**src/sensor_fifo_pkg.sv**
```systemverilog
// constants and types shared by the sensor fifo batch control design
package sensor_fifo_pkg;

	// register offsets
	localparam logic [6:0] ADDR_THRESHOLD_LOW  = 7'h07;
	localparam logic [6:0] ADDR_THR_COMPRESS   = 7'h08;
	localparam logic [6:0] ADDR_BATCH_RATE     = 7'h09;
	localparam logic [6:0] ADDR_MODE_TS_TEMP   = 7'h0A;
	localparam logic [6:0] ADDR_LEVEL_STATUS   = 7'h10;

	// reset values
	localparam logic [7:0] RST_THRESHOLD_LOW   = 8'h00;
	localparam logic [7:0] RST_THR_COMPRESS    = 8'h00;
	localparam logic [7:0] RST_BATCH_RATE      = 8'h00;
	localparam logic [7:0] RST_MODE_TS_TEMP    = 8'h00;

	// writable bit masks, reserved bits read zero
	localparam logic [7:0] MASK_THR_COMPRESS   = 8'hD7;
	localparam logic [7:0] MASK_MODE_TS_TEMP   = 8'hF7;

	// field positions
	localparam int STOP_AT_THRESHOLD_BIT = 7;
	localparam int COMPRESSION_RT_BIT    = 6;
	localparam int RATE_MARKER_BIT       = 4;
	localparam int FORCED_RAW_LSB        = 1;
	localparam int THRESHOLD_MSB_BIT     = 0;
	localparam int GYRO_RATE_LSB         = 4;
	localparam int ACCEL_RATE_LSB        = 0;
	localparam int TS_DECIMATION_LSB     = 6;
	localparam int TEMP_RATE_LSB         = 4;
	localparam int MODE_LSB              = 0;

	// operating mode codes
	localparam logic [2:0] MODE_BYPASS         = 3'h0;
	localparam logic [2:0] MODE_STOP_FULL      = 3'h1;
	localparam logic [2:0] MODE_CONT_TO_STOP   = 3'h3;
	localparam logic [2:0] MODE_BYPASS_TO_CONT = 3'h4;
	localparam logic [2:0] MODE_CONTINUOUS     = 3'h6;
	localparam logic [2:0] MODE_BYPASS_TO_STOP = 3'h7;

	// rate ladder, as a power-of-two division of the base tick
	localparam logic [3:0] RATE_TOP_CODE       = 4'hA;
	localparam logic [3:0] RATE_SLOW_CODE      = 4'hB;
	localparam logic [3:0] GYRO_SLOW_SHIFT     = 4'hA;
	localparam logic [3:0] ACCEL_SLOW_SHIFT    = 4'hC;
	localparam logic [3:0] TEMP_SHIFT_1        = 4'hC;
	localparam logic [3:0] TEMP_SHIFT_2        = 4'h9;
	localparam logic [3:0] TEMP_SHIFT_3        = 4'h7;

	// entry tags (source id)
	localparam logic [4:0] TAG_GYRO            = 5'h01;
	localparam logic [4:0] TAG_ACCEL           = 5'h02;
	localparam logic [4:0] TAG_TEMP            = 5'h03;
	localparam logic [4:0] TAG_TIMESTAMP       = 5'h04;
	localparam logic [4:0] TAG_RATE_MARKER     = 5'h13;

	// storage geometry: six data bytes plus one tag byte per word
	localparam int FIFO_DEPTH = 16;
	localparam int DATA_W     = 48;
	localparam int WORD_W     = 56;
	localparam int LEVEL_W    = 5;

	typedef enum logic [2:0] {
		PH_BYPASS = 3'b001,
		PH_STOP   = 3'b010,
		PH_CONT   = 3'b100
	} phase_t;

endpackage

```
**src/sensor_fifo_if.sv**
```systemverilog
// carrier between the batch controller and its storage fifo
`timescale 1ns/1ns
interface sensor_fifo_if #(parameter int W = 56, parameter int LW = 5);
	logic          in_valid;
	logic          in_ready;
	logic [W-1:0]  in_data;
	logic          out_valid;
	logic          out_ready;
	logic [W-1:0]  out_data;
	logic          flush;
	logic          drop_oldest;
	logic [LW-1:0] level;

	modport producer (
		output in_valid, in_data, out_ready, flush, drop_oldest,
		input  in_ready, out_valid, out_data, level
	);
	modport store (
		input  in_valid, in_data, out_ready, flush, drop_oldest,
		output in_ready, out_valid, out_data, level
	);
endinterface

```
**src/sensor_fifo_batch_control.sv**
```systemverilog
// batching, watermark and mode control in front of the sensor fifo
//
// Functional notes
// - stop flag limits depth to threshold
// - runtime compression needs feature enable too
// - marker flag batches rate-change entries
// - forced raw every 8/16/32 writes
// - nine-bit threshold, msb here, word units
// - watermark flag when level reaches threshold
// - gyro rate code selects gyro writes
// - accel rate code selects accel writes
// - timestamp decimation off, 1, 8, 32
// - timestamp follows faster sensor rate, decimated
// - temperature rate code off/1.6/12.5/52
// - code 000 bypass, reserved codes unused
// - mode 001 stops storing when full
// - mode 110 overwrites oldest when full
// - mode 011 continuous, trigger fall, stop
// - mode 100 bypass, trigger fall, continuous
// - mode 111 bypass, trigger fall, stop
// - low threshold byte in preceding register
`timescale 1ns/1ns
module sensor_fifo_batch_control (
	// clock and reset
	input  wire logic        clk,
	input  wire logic        rst_n,
	// register port
	input  wire logic [6:0]  reg_addr,
	input  wire logic        reg_wr,
	input  wire logic [7:0]  reg_wdata,
	input  wire logic        reg_rd,
	output logic      [7:0]  reg_rdata,
	// sensor side
	input  wire logic        base_tick,
	input  wire logic        trigger,
	input  wire logic        compression_feature_on,
	input  wire logic [47:0] gyro_data,
	input  wire logic [47:0] accel_data,
	input  wire logic [47:0] temp_data,
	input  wire logic [47:0] timestamp_data,
	// fifo drain
	output logic             drain_valid,
	input  wire logic        drain_ready,
	output logic      [55:0] drain_data,
	// status
	output logic             watermark_flag,
	output logic             depth_reached,
	output logic      [4:0]  fifo_level
);
	typedef struct packed {
		logic [7:0]                   threshold_low;
		logic [7:0]                   thr_compress;
		logic [7:0]                   batch_rate;
		logic [7:0]                   mode_ts_temp;
		sensor_fifo_pkg::phase_t      phase;
		logic                         trig_prev;
		logic [12:0]                  div_cnt;
		logic [4:0]                   ts_dec;
		logic [4:0]                   raw_cnt;
		logic [4:0]                   pend;
		logic [7:0]                   rdata;
		logic                         wm;
		logic                         at_limit;
	} ctl_state_t;

	ctl_state_t  state;
	ctl_state_t  next_state;
	logic [1:0]  rst_sync;
	logic        rst_n_int;

	sensor_fifo_if #(.W(sensor_fifo_pkg::WORD_W), .LW(sensor_fifo_pkg::LEVEL_W)) fif ();

	sensor_word_fifo #(
		.WIDTH (sensor_fifo_pkg::WORD_W),
		.DEPTH (sensor_fifo_pkg::FIFO_DEPTH)
	) u_store (
		.clk   (clk),
		.rst_n (rst_n_int),
		.f     (fif.store)
	);

	// reset release through two flops
	always_ff @(posedge clk or negedge rst_n) begin
		if (!rst_n) begin
			rst_sync <= 2'b00;
		end else begin
			rst_sync <= {rst_sync[0], 1'b1};
		end
	end
	assign rst_n_int = rst_sync[1];

	// shift for gyro/accel codes, 4'hF means not batched
	function automatic logic [3:0] sensor_shift(input logic [3:0] code, input logic [3:0] slow);
		if (code == 4'h0 || code > sensor_fifo_pkg::RATE_SLOW_CODE) begin
			sensor_shift = 4'hF;
		end else if (code == sensor_fifo_pkg::RATE_SLOW_CODE) begin
			sensor_shift = slow;
		end else begin
			sensor_shift = sensor_fifo_pkg::RATE_TOP_CODE - code;
		end
	endfunction

	// true on the ticks that fall on a 2^shift boundary
	function automatic logic rate_hit(input logic [12:0] cnt, input logic [3:0] shift);
		logic [12:0] mask;
		mask = (13'h0001 << shift) - 13'h0001;
		rate_hit = (shift != 4'hF) && ((cnt & mask) == 13'h0000);
	endfunction

	// phase entered when a mode code is written
	function automatic sensor_fifo_pkg::phase_t start_phase(input logic [2:0] code);
		case (code)
			sensor_fifo_pkg::MODE_STOP_FULL:    start_phase = sensor_fifo_pkg::PH_STOP;
			sensor_fifo_pkg::MODE_CONT_TO_STOP: start_phase = sensor_fifo_pkg::PH_CONT;
			sensor_fifo_pkg::MODE_CONTINUOUS:   start_phase = sensor_fifo_pkg::PH_CONT;
			default:                            start_phase = sensor_fifo_pkg::PH_BYPASS;
		endcase
	endfunction

	// stop bit limits depth only while the threshold is below the store size
	function automatic logic threshold_limits(input logic stop, input logic [8:0] thr);
		if (stop && thr < 9'(sensor_fifo_pkg::FIFO_DEPTH)) begin
			threshold_limits = 1'b1;
		end else begin
			threshold_limits = 1'b0;
		end
	endfunction

	logic [2:0]  mode_code;
	logic [3:0]  gyro_shift;
	logic [3:0]  accel_shift;
	logic [3:0]  temp_shift;
	logic [3:0]  fast_shift;
	logic [1:0]  ts_sel;
	logic [1:0]  temp_sel;
	logic [1:0]  raw_sel;
	logic [8:0]  threshold;
	logic [8:0]  limit;
	logic [8:0]  level9;
	logic        at_limit;
	logic        compress_on;
	logic        forced_raw;
	logic        ts_event;
	logic        ts_due;
	logic        trig_fall;
	logic [4:0]  new_events;
	logic [4:0]  pick;
	logic [4:0]  tag_id;
	logic [47:0] pick_data;
	logic        is_sensor;
	logic        commit;
	logic [4:0]  raw_mask;

	always_comb begin
		mode_code   = state.mode_ts_temp[sensor_fifo_pkg::MODE_LSB +: 3];
		gyro_shift  = sensor_shift(state.batch_rate[sensor_fifo_pkg::GYRO_RATE_LSB +: 4],
			sensor_fifo_pkg::GYRO_SLOW_SHIFT);
		accel_shift = sensor_shift(state.batch_rate[sensor_fifo_pkg::ACCEL_RATE_LSB +: 4],
			sensor_fifo_pkg::ACCEL_SLOW_SHIFT);
		temp_sel    = state.mode_ts_temp[sensor_fifo_pkg::TEMP_RATE_LSB +: 2];
		case (temp_sel)
			2'h1:    temp_shift = sensor_fifo_pkg::TEMP_SHIFT_1;
			2'h2:    temp_shift = sensor_fifo_pkg::TEMP_SHIFT_2;
			2'h3:    temp_shift = sensor_fifo_pkg::TEMP_SHIFT_3;
			default: temp_shift = 4'hF;
		endcase
		fast_shift  = (gyro_shift < accel_shift) ? gyro_shift : accel_shift;
		ts_sel      = state.mode_ts_temp[sensor_fifo_pkg::TS_DECIMATION_LSB +: 2];
		ts_event    = base_tick && rate_hit(state.div_cnt, fast_shift);
		case (ts_sel)
			2'h1:    ts_due = ts_event;
			2'h2:    ts_due = ts_event && (state.ts_dec[2:0] == 3'h7);
			2'h3:    ts_due = ts_event && (state.ts_dec == 5'h1F);
			default: ts_due = 1'b0;
		endcase
		threshold   = {state.thr_compress[sensor_fifo_pkg::THRESHOLD_MSB_BIT],
			state.threshold_low};
		limit       = threshold_limits(
			state.thr_compress[sensor_fifo_pkg::STOP_AT_THRESHOLD_BIT], threshold)
			? threshold : 9'(sensor_fifo_pkg::FIFO_DEPTH);
		level9      = {4'h0, fif.level};
		at_limit    = level9 >= limit;
		compress_on = state.thr_compress[sensor_fifo_pkg::COMPRESSION_RT_BIT]
			&& compression_feature_on;
		raw_sel     = state.thr_compress[sensor_fifo_pkg::FORCED_RAW_LSB +: 2];
		case (raw_sel)
			2'h1:    raw_mask = 5'h07;
			2'h2:    raw_mask = 5'h0F;
			2'h3:    raw_mask = 5'h1F;
			default: raw_mask = 5'h00;
		endcase
		forced_raw  = (raw_sel != 2'h0) && ((state.raw_cnt & raw_mask) == raw_mask);
		trig_fall   = state.trig_prev && !trigger;
		new_events  = 5'h00;
		if (base_tick) begin
			new_events[0] = rate_hit(state.div_cnt, gyro_shift);
			new_events[1] = rate_hit(state.div_cnt, accel_shift);
			new_events[2] = rate_hit(state.div_cnt, temp_shift);
		end
		new_events[3] = ts_due;
		if (reg_wr && reg_addr == sensor_fifo_pkg::ADDR_BATCH_RATE
			&& reg_wdata != state.batch_rate
			&& state.thr_compress[sensor_fifo_pkg::RATE_MARKER_BIT]) begin
			new_events[4] = 1'b1;
		end
	end

	// one entry per cycle, marker first, then gyro, accel, temp, timestamp
	always_comb begin
		pick      = 5'h00;
		tag_id    = 5'h00;
		pick_data = 48'h0;
		is_sensor = 1'b0;
		if (state.pend[4]) begin
			pick      = 5'h10;
			tag_id    = sensor_fifo_pkg::TAG_RATE_MARKER;
			pick_data = {40'h0, state.batch_rate};
		end else if (state.pend[0]) begin
			pick      = 5'h01;
			tag_id    = sensor_fifo_pkg::TAG_GYRO;
			pick_data = gyro_data;
			is_sensor = 1'b1;
		end else if (state.pend[1]) begin
			pick      = 5'h02;
			tag_id    = sensor_fifo_pkg::TAG_ACCEL;
			pick_data = accel_data;
			is_sensor = 1'b1;
		end else if (state.pend[2]) begin
			pick      = 5'h04;
			tag_id    = sensor_fifo_pkg::TAG_TEMP;
			pick_data = temp_data;
		end else if (state.pend[3]) begin
			pick      = 5'h08;
			tag_id    = sensor_fifo_pkg::TAG_TIMESTAMP;
			pick_data = timestamp_data;
		end
	end

	// fifo steering by phase
	always_comb begin
		fif.flush       = state.phase == sensor_fifo_pkg::PH_BYPASS;
		fif.drop_oldest = (state.phase == sensor_fifo_pkg::PH_CONT) && at_limit;
		fif.in_valid    = (pick != 5'h00) && (state.phase == sensor_fifo_pkg::PH_CONT
			|| (state.phase == sensor_fifo_pkg::PH_STOP && !at_limit));
		fif.in_data     = {tag_id, compress_on && is_sensor && !forced_raw, 2'b00, pick_data};
		fif.out_ready   = drain_ready;
		commit          = (fif.in_valid && fif.in_ready)
			|| (state.phase == sensor_fifo_pkg::PH_STOP && at_limit);
	end

	always_comb begin
		next_state           = state;
		next_state.trig_prev = trigger;
		next_state.wm        = (state.phase != sensor_fifo_pkg::PH_BYPASS)
			&& (level9 >= threshold);
		next_state.at_limit  = at_limit;
		if (base_tick) begin
			next_state.div_cnt = state.div_cnt + 13'h0001;
		end
		if (ts_event) begin
			next_state.ts_dec = state.ts_dec + 5'h01;
		end
		if (commit && is_sensor) begin
			next_state.raw_cnt = state.raw_cnt + 5'h01;
		end
		// new events win over the clear of the entry just taken
		if (state.phase == sensor_fifo_pkg::PH_BYPASS) begin
			next_state.pend = 5'h00;
		end else begin
			next_state.pend = (state.pend & ~(commit ? pick : 5'h00)) | new_events;
		end
		// trigger-driven phase changes
		if (trig_fall) begin
			case (mode_code)
				sensor_fifo_pkg::MODE_CONT_TO_STOP: begin
					if (state.phase == sensor_fifo_pkg::PH_CONT) begin
						next_state.phase = sensor_fifo_pkg::PH_STOP;
					end
				end
				sensor_fifo_pkg::MODE_BYPASS_TO_CONT: begin
					if (state.phase == sensor_fifo_pkg::PH_BYPASS) begin
						next_state.phase = sensor_fifo_pkg::PH_CONT;
					end
				end
				sensor_fifo_pkg::MODE_BYPASS_TO_STOP: begin
					if (state.phase == sensor_fifo_pkg::PH_BYPASS) begin
						next_state.phase = sensor_fifo_pkg::PH_STOP;
					end
				end
				default: begin
					next_state.phase = state.phase;
				end
			endcase
		end
		// register writes
		if (reg_wr) begin
			case (reg_addr)
				sensor_fifo_pkg::ADDR_THRESHOLD_LOW: begin
					next_state.threshold_low = reg_wdata;
				end
				sensor_fifo_pkg::ADDR_THR_COMPRESS: begin
					next_state.thr_compress = reg_wdata & sensor_fifo_pkg::MASK_THR_COMPRESS;
				end
				sensor_fifo_pkg::ADDR_BATCH_RATE: begin
					next_state.batch_rate = reg_wdata;
				end
				sensor_fifo_pkg::ADDR_MODE_TS_TEMP: begin
					next_state.mode_ts_temp = reg_wdata & sensor_fifo_pkg::MASK_MODE_TS_TEMP;
					next_state.phase = start_phase(reg_wdata[sensor_fifo_pkg::MODE_LSB +: 3]);
				end
				default: begin
					next_state.rdata = state.rdata;
				end
			endcase
		end
		// register reads
		if (reg_rd) begin
			case (reg_addr)
				sensor_fifo_pkg::ADDR_THRESHOLD_LOW: next_state.rdata = state.threshold_low;
				sensor_fifo_pkg::ADDR_THR_COMPRESS:  next_state.rdata = state.thr_compress;
				sensor_fifo_pkg::ADDR_BATCH_RATE:    next_state.rdata = state.batch_rate;
				sensor_fifo_pkg::ADDR_MODE_TS_TEMP:  next_state.rdata = state.mode_ts_temp;
				sensor_fifo_pkg::ADDR_LEVEL_STATUS:
					next_state.rdata = {state.wm, state.at_limit, 1'b0, fif.level};
				default:                             next_state.rdata = 8'h00;
			endcase
		end
	end

	always_ff @(posedge clk or negedge rst_n_int) begin
		if (!rst_n_int) begin
			state               <= '0;
			state.threshold_low <= sensor_fifo_pkg::RST_THRESHOLD_LOW;
			state.thr_compress  <= sensor_fifo_pkg::RST_THR_COMPRESS;
			state.batch_rate    <= sensor_fifo_pkg::RST_BATCH_RATE;
			state.mode_ts_temp  <= sensor_fifo_pkg::RST_MODE_TS_TEMP;
			state.phase         <= sensor_fifo_pkg::PH_BYPASS;
		end else begin
			state <= next_state;
		end
	end

	assign reg_rdata      = state.rdata;
	assign drain_valid    = fif.out_valid;
	assign drain_data     = fif.out_data;
	assign watermark_flag = state.wm;
	assign depth_reached  = state.at_limit;
	assign fifo_level     = fif.level;
endmodule

```
**src/sensor_word_fifo.sv**
```systemverilog
// word fifo with flush and drop-oldest on push
`timescale 1ns/1ns
module sensor_word_fifo #(
	parameter int WIDTH = 56,
	parameter int DEPTH = 16
) (
	// clock and reset
	input wire logic    clk,
	input wire logic    rst_n,
	// fifo ports
	sensor_fifo_if.store f
);
	localparam int PW = $clog2(DEPTH);

	typedef struct packed {
		logic [PW-1:0] rd_ptr;
		logic [PW-1:0] wr_ptr;
		logic [PW:0]   count;
	} fifo_state_t;

	fifo_state_t   state;
	fifo_state_t   next_state;
	logic [WIDTH-1:0] mem [DEPTH];
	logic          push;
	logic          pop;
	logic          full;

	assign full        = state.count == (PW+1)'(DEPTH);
	assign f.in_ready  = !full || f.drop_oldest;
	assign f.out_valid = state.count != '0;
	assign f.out_data  = mem[state.rd_ptr];
	assign f.level     = state.count;
	assign push        = f.in_valid && f.in_ready && !f.flush;
	assign pop         = f.out_valid && (f.out_ready || (f.drop_oldest && push));

	always_comb begin
		next_state = state;
		if (f.flush) begin
			next_state = '0;
		end else begin
			if (push) begin
				next_state.wr_ptr = state.wr_ptr + 1'b1;
			end
			if (pop) begin
				next_state.rd_ptr = state.rd_ptr + 1'b1;
			end
			next_state.count = state.count + (PW+1)'(push) - (PW+1)'(pop);
		end
	end

	always_ff @(posedge clk or negedge rst_n) begin
		if (!rst_n) begin
			state <= '0;
		end else begin
			state <= next_state;
		end
	end

	always_ff @(posedge clk) begin
		if (push) begin
			mem[state.wr_ptr] <= f.in_data;
		end
	end
endmodule

```
**config.mk**
```make
export PLATFORM = sky130hd
export DESIGN_NAME = sensor_fifo_batch_control
export DESIGN_NICKNAME = d
export VERILOG_FILES = /design/src/sensor_fifo_pkg.sv /design/src/sensor_fifo_if.sv /design/src/sensor_fifo_batch_control.sv /design/src/sensor_word_fifo.sv
export SDC_FILE = /design/constraint.sdc
export NUM_CORES = 1
export LEC_CHECK = 0
export BUFFER_PORTS_ARGS = -buffer_cell sky130_fd_sc_hd__buf_2
export CAP_MARGIN = 20
export CORE_MARGIN = 8
export CORE_UTILIZATION = 30
export CTS_CLUSTER_SIZE = 10
export DETAILED_ROUTE_END_ITERATION = 8
export PLACE_DENSITY = 0.46
export RECOVER_POWER = 100
export REMOVE_ABC_BUFFERS = 1
export SYNTH_ARGS = -nofsm -noshare
export SYNTH_HDL_FRONTEND = slang
export SYNTH_SLANG_ARGS = --single-unit
```
**constraint.sdc**
```tcl
create_clock -name clk -period 2.53 [get_ports clk]
set_clock_uncertainty 0.1 [all_clocks]
set_input_delay 0.3795 -clock clk [delete_from_list [all_inputs] [get_ports clk]]
set_output_delay 0.3795 -clock clk [all_outputs]
set_load 0.05 [all_outputs]
```
# After elaboration in Yosys (flattened, before gate mapping)
# Memories as Yosys holds them, arrays and structs flattened.
# Cells that the tools add are included.
[word_totals]
word_cells = 183
ram_bits = 864
mem_count = 1
latchBits = 0
romBits = 0
register_bits = 86
[op_classes]
magnitude_cmp = 6
eq_ne = 35
bitwise = 8
n_reduce_logical = 53
muxes = 46
shift = 4
addsub = 13
div_mod_pow = 0
n_mul = 0
[mem_list]
columns = ["name", "words", "width", "read_ports", "rd_clocked_by_memory_dff", "wr", "line", "rtl"]
rows = [
  ["u_store.mem", 16, 54, 1, 0, 1, "sensor_word_fifo.sv:23", "logic [WIDTH-1:0] mem [DEPTH];"],
]
[ops]
columns = ["operator", "count"]
rows = [
  ["48-bit 2-to-1 mux", 5],
  ["13-bit bitwise AND", 4],
  ["13-bit zero test", 4],
  ["1-bit by 4-bit << shifter with 13-bit output (first input constant)", 4],
  ["13-bit by 1-bit subtractor with 13-bit output (second input constant)", 4],
  ["4-bit 2-to-1 mux", 11],
  ["8-bit one-hot mux with 5 select lines", 1],
  ["3-bit 2-to-1 mux", 11],
  ["1-bit logical AND", 26],
  ["7-bit by 4-bit equality test with 1-bit output (second input constant)", 3],
  ["5-bit 2-to-1 mux", 4],
  ["5-bit by 9-bit >= comparator with 1-bit output", 2],
  ["4-bit != test (second input constant)", 4],
  ["3-bit equality test (second input constant)", 5],
  ["5-bit one-hot mux with 3 select lines", 1],
  ["13-bit by 1-bit adder with 13-bit output (second input constant)", 1],
  ["13-bit 2-to-1 mux", 1],
  ["2-bit equality test (second input constant)", 6],
  ["4-bit one-hot mux with 3 select lines", 1],
  ["5-bit by 1-bit adder with 5-bit output (second input constant)", 2],
  ["5-bit bitwise AND", 2],
  ["5-bit equality test (second input constant)", 2],
  ["5-bit nonzero test", 2],
  ["3-bit by 2-bit equality test with 1-bit output (second input constant)", 3],
  ["28 further kinds", 56],
]

# Depth between registers and ports, before layout
[depth]
ltp_word = 16
mapped_depth = 23
depth_no_buf = 22

# By module
# Synthesis repeated with hierarchy kept, for this count alone.
[hier_totals]
hier_cells = 2659
area_unflattened_um2 = 42181.7
[modules_own_cells]
columns = ["mod", "seq_area_each_um2", "area_per_inst_um2", "instances", "cells_each"]
rows = [
  ["sensor_word_fifo", 27231.1, 35201.3, 1, 1719],
  ["sensor_fifo_batch_control", 1828.0, 6980.4, 1, 940],
]

# Worst setup path after synthesis
# Ideal clock, no wire load.
[synth_path]
path_type = "register to register"
from = "register state[71] (netlist bit)"
to = "memory u_store.mem[0][0] (netlist bit) (enable)"
synth_period_minus_slack_ns = 8.726
required_ns = 1.835
arrival_ns = 8.031
path_stages_with_launch = 13
path_buffers = 1
slack_ns = -6.196
path_cell_list = "dfrtp_1 or4_1 nor3b_1 and2_1 ha_1 nand2b_1 a21o_1 a21o_1 a21o_1 a21o_1 a211o_1 clkbuf_1 nor4_1"
[synth_between]
elab_chain_cells = 13
[synth_rtl]
columns = ["item", "line", "rtl"]
rows = [
  ["start, declared", "sensor_fifo_batch_control.sv:66", "ctl_state_t state;"],
  ["start signal, assigned", "sensor_fifo_batch_control.sv:339", "state <= next_state;"],
  ["9-bit by 5-bit less-than comparator with 1-bit output", "sensor_fifo_batch_control.sv:122", "if (stop && thr < 9'(sensor_fifo_pkg::FIFO_DEPTH)) begin"],
  ["1-bit logical AND", "sensor_fifo_batch_control.sv:122", ""],
  ["1-bit 2-to-1 mux", "sensor_fifo_batch_control.sv:122", ""],
  ["9-bit 2-to-1 mux *", "sensor_fifo_batch_control.sv:180", "? threshold : 9'(sensor_fifo_pkg::FIFO_DEPTH);"],
  ["5-bit by 9-bit >= comparator with 1-bit output *", "sensor_fifo_batch_control.sv:182", "at_limit = level9 >= limit;"],
  ["via at_limit", "sensor_fifo_batch_control.sv:140", "logic at_limit;"],
  ["1-bit zero test", "sensor_fifo_batch_control.sv:244", "|| (state.phase == sensor_fifo_pkg::PH_STOP && !at_limit));"],
  ["1-bit logical AND", "sensor_fifo_batch_control.sv:244", ""],
  ["1-bit logical OR", "sensor_fifo_batch_control.sv:244", ""],
  ["1-bit logical AND", "sensor_fifo_batch_control.sv:243", "fif.in_valid = (pick != 5'h00) && (state.phase == sensor_fifo_pkg::PH_CONT"],
  ["1-bit logical AND * (2 in a row)", "sensor_word_fifo.sv:33", "assign push = f.in_valid && f.in_ready && !f.flush;"],
  ["1-bit 2-to-1 mux *", "sensor_word_fifo.sv:60", "if (push) begin"],
  ["1-bit 2-to-1 mux (not written as such) *", "sensor_word_fifo.sv:61", "mem[state.wr_ptr] <= f.in_data;"],
  ["end, declared", "sensor_word_fifo.sv:23", ""],
]
# Mark *: on every way through the listed nets, which the timed path passes. The rest lies on a longest branch.

# Final worst setup path
[layout_path]
from = "register state[54] (netlist bit)"
to = "register state[21] (netlist bit)"
[layout_between]
elab_chain_cells = 11
[layout_rtl]
columns = ["item", "line", "rtl"]
rows = [
  ["4-bit subtractor, or another cell as far along", "sensor_fifo_batch_control.sv:99", "sensor_shift = sensor_fifo_pkg::RATE_TOP_CODE - code;"],
  ["4-bit 2-to-1 mux or 1-bit logical OR (tied branches)", "sensor_fifo_batch_control.sv:96, sensor_fifo_batch_control.sv:94", ""],
  ["4-bit 2-to-1 mux *", "sensor_fifo_batch_control.sv:94", "if (code == 4'h0 || code > sensor_fifo_pkg::RATE_SLOW_CODE) begin"],
  ["4-bit less-than comparator", "sensor_fifo_batch_control.sv:167", "fast_shift = (gyro_shift < accel_shift) ? gyro_shift : accel_shift;"],
  ["4-bit 2-to-1 mux *", "sensor_fifo_batch_control.sv:167", ""],
  ["1-bit by 4-bit << shifter with 13-bit output", "sensor_fifo_batch_control.sv:106", "mask = (13'h0001 << shift) - 13'h0001;"],
  ["13-bit by 1-bit subtractor with 13-bit output", "sensor_fifo_batch_control.sv:106", ""],
  ["13-bit bitwise AND", "sensor_fifo_batch_control.sv:107", "rate_hit = (shift != 4'hF) && ((cnt & mask) == 13'h0000);"],
  ["13-bit zero test", "sensor_fifo_batch_control.sv:107", ""],
  ["1-bit logical AND *", "sensor_fifo_batch_control.sv:107", ""],
  ["1-bit logical AND *", "sensor_fifo_batch_control.sv:169", "ts_event = base_tick && rate_hit(state.div_cnt, fast_shift);"],
]
# Every way passes the cells marked *; elsewhere a longest branch is shown, timed or not.
# A chain may end at the register's enable or synchronous reset.

==> reports/results.txt <==
RD Place Congestion -> 0.833
Leakage dissipation -> 19.9 nW
WHS -> 0.135 ns
Worst Setup End Kind -> register
Detail Route Antenna Nets -> 0
DRT iter0 DRCs -> 2,271
GRT Util Overall -> 0.163
Final-report hold violation count -> 0
First-pass GRT wire length -> 181,000 microns
Root buf cell -> clkbuf_16
Total Power -> 57.6 mW
Post-route minimum period -> 4.57 ns
Critical path, cell by cell -> ha_4, a211o_1, nand2_1, o31a_1, inv_2, ha_4, buf_6, inv_4, a311oi_4, a31o_1, a31oi_2, nor2_1, nand2_1, ha_4, buf_8, a21oi_2, o221ai_2, a41oi_2, o211ai_1, nor4_4, buf_6, mux2_4
Initial antenna violation count -> 4
P&R area growth vs syn -> 34.8%
F_max -> 0.219 GHz
Syn Inst Count -> 2,618
Register area share after synthesis -> 0.688
Vias -> 26.6k
Power density of the placed cells -> 1060 nW/um^2
Ys Warns -> 0
Initial Utilization -> 0.301
Maximum vdd drop -> 0.654 mV
Post-Syn Area -> 40,100 sq um
Slew Limit Fails -> 0
DIE AREA -> 146,000 sq um
Setup crit start kind -> register
Post-synth EDFFs -> 848
# DRC -> 0
Placed Cells -> 4,875
# setup viols final -> 1,699
Grt ovf -> 0
Inserted Clock Buffers -> 107
HP Start -> drain_ready
Placed Area -> 47,400 sq um
Number of global-route vias before repair -> 26.8k
Design area -> 54,100 sq um
Syn_area_per_cell -> 15.3 sq um
Failing checks -> setup timing
Post-synth ARST share -> 0.0921
Final period utilization -> 1.81
Worst slew pin tran -> 1.45 ns
Crit-path max FO -> 8
Num rows -> 134
Avg WL per Cell -> 25.2 microns
Yosys reg bits -> 934
Critical path buffers and inverters -> 5
CTS sink count -> 934
CP peak stage delay -> 0.46 ns
Slew headroom -> 0.0316
Worst Setup SP -> state[54]$_DFFE_PN0P_
Reg2reg start -> state[54]$_DFFE_PN0P_
H-Tree Depth -> 3
Fin cells -> 5,211
Status -> finished, violations left
CTS tree -> yes
Nets@finish -> 3,651
HPWL after DPL -> 81,300 microns
Die Span X -> 382 microns
Share of layout cells above drive strength 1 -> 0.353
CP top delay family -> compound AO/OA/AOI/OAI gates
Drt first pass iters -> 7
Buffers on Ports -> 283
Clk buf depth -> 3
Final setup margin -> -2.04 ns
I/O pin count -> 287
Finished Core Util -> 0.406
Number of max-cap violations -> 0
Final WL -> 132,000 microns
RSZ-0062 raised after global routing -> true
Data arrival, critical path -> 5.02 ns
Crit path kind -> reg2reg
Most frequent CP cell -> ha_4
Clock-pin transition on the worst setup and hold timing paths -> 0.05 ns
Die height -> 382 microns
Vias per cell -> 5.11
Main synth FF type -> edfxtp_1
Core area -> 133,000 sq um
Largest net degree at the start of global routing -> 71
CP max stage cell -> dfrtp_2
Worst Hold Class -> in2reg
Worst-Skew Late Latency -> 0.68 ns
CP Data Required Time -> 2.98 ns
Yosys cell types -> 78
[cell type report]
| type | instances | area, sq um |
|---|---|---|
| Antenna cell | 2 | 5.00 |
| Clock buffer | 145 | 2880 |
| Clock inverter | 14 | 143 |
| Fill cell | 12100 | 79100 |
| Inverter | 45 | 171 |
| Multi-Input combinational cell | 1460 | 12000 |
| Sequential cell | 934 | 27600 |
| Tap cell | 1768 | 2210 |
| Timing Repair Buffer | 843 | 8960 |
[state kept, by name, summed over array words and instances (netlist names)]
signal and count:
u_store.state 8, mode_code 3, u_store.mem 848, raw_sel 2, state 56, depth_reached 1
rst_sync 2, reg_rdata 8, watermark_flag 1, u_store.f.level 5
[repair_timing]
| action | in CTS | in global routing |
|---|---|---|
| setup buffers | 64 | 44 |
| pin swaps | 41 | 25 |
| hold buffers | 13 | 0 |
| gates cloned | 28 | 56 |
| gates resized for setup | 139 | 96 |
| endpoints found under the hold margin | 42 | 0 |
| setup endpoints to repair | 1647 | 1699 |
[cells in the mapped netlist, types with 4 or more instances]
cell type / number / area (sq um)
nor2b_1: 15 / 93.8
nor3_1: 14 / 70.1
o21ai_0: 136 / 681
nand3_1: 12 / 60.1
nor2_1: 193 / 724
a211oi_1: 8 / 60.1
buf_1: 34 / 128
buf_4: 16 / 120
xnor2_1: 28 / 245
and3_1: 9 / 56.3
nand2_1: 119 / 447
nor4_1: 7 / 43.8
ha_1: 44 / 551
dfrtp_1: 85 / 2130
xor2_1: 10 / 87.6
nand2b_1: 13 / 81.3
clkbuf_1: 129 / 484
o22ai_1: 5 / 31.3
a222oi_1: 9 / 90.1
a21oi_1: 190 / 951
o31ai_1: 5 / 37.5
nand4_1: 12 / 75.1
a31oi_1: 10 / 62.6
o211ai_1: 11 / 82.6
o21bai_1: 4 / 30.0
mux2_2: 83 / 935
a22oi_1: 109 / 818
a21o_1: 8 / 60.1
mux2_1: 6 / 67.6
inv_1: 44 / 165
edfxtp_1: 848 / 25500
mux2i_1: 163 / 1630
o2111ai_1: 5 / 43.8
mux4_2: 106 / 2390
a221oi_1: 55 / 482
nor3b_1: 4 / 30.0
and2_1: 8 / 50.1
[worst paths after layout]
| kind | end | slack [ns] | depth (start not counted) |
|---|---|---|---|
| max reg2reg | state[21]$_DFFE_PN0P_ | -2.04 | 22 |
| min reg2reg | rst_sync[1]$_DFF_PN0_ | 0.25 | 0 |
| max in group asynchronous | state[54]$_DFFE_PN0P_ | 0.21 | 1 |
| min | u_store.state[10]$_DFFE_PN0P_ | 0.14 | 5 |
| max | state[21]$_DFFE_PN0P_ | -2.04 | 22 |
| min in group asynchronous | rst_sync[0]$_DFF_PN0_ | 0.48 | 3 |
[placed cells by master, fill, tap and decap left out, drive strengths merged, types with 90 or more instances in the layout]
| master | instances |
|---|---|
| a21oi | 190 |
| mux2 | 90 |
| o21ai | 136 |
| nor2 | 193 |
| mux4 | 106 |
| edfxtp | 848 |
| buf | 757 |
| nand2 | 119 |
| mux2i | 163 |
| clkbuf | 218 |
| a22oi | 109 |
[kinds of logic (layout without fill, tap and decap cells)]
kind of cell	Yosys count	in the layout	share of synthesized area
other	2	6	0.000187
muxes	359	359	0.126
and+or+nand+nor	424	425	0.0471
DFF	934	934	0.688
buffers and inverters	227	1047	0.0230
AOI/OAI and AO/OA	589	589	0.0933
adders and majority gates	45	45	0.0142
xor gates and xnor gates	38	38	0.00830
[layer usage]
metal	vias to the layer above	GRT usage	wire (microns)
li1	11800	-	-
met1	13800	0.227	58800
met2	854	0.268	63300
met3	151	0.0273	6610
met4	2	0.0387	2700
met5	-	0	35
[per-stage QoR]
stage	setup WS, ns	setup TNS [ns]
floorplan	-9.75	-5391.08
global placement	-2.07	-1550.25
detailed placement	-2.25	-1601.58
CTS	-1.92	-1476.20
global route	-2.22	-1974.61
finish	-2.04	-1705.00
[power by group]
part	switching [mW]	total (mW)	internal [mW]
registers	0.603	19.2	18.6
clock network	5.96	13.8	7.85
logic	15.3	24.6	9.30
[tightest hold or removal path: stages]
cell,delay [ns]
buf_2,0.13
a41oi_2,0.06
buf_4,0.14
o21ai_2,0.11
a21oi_2,0.04
Note: power is estimated with default switching activity, not from simulation.
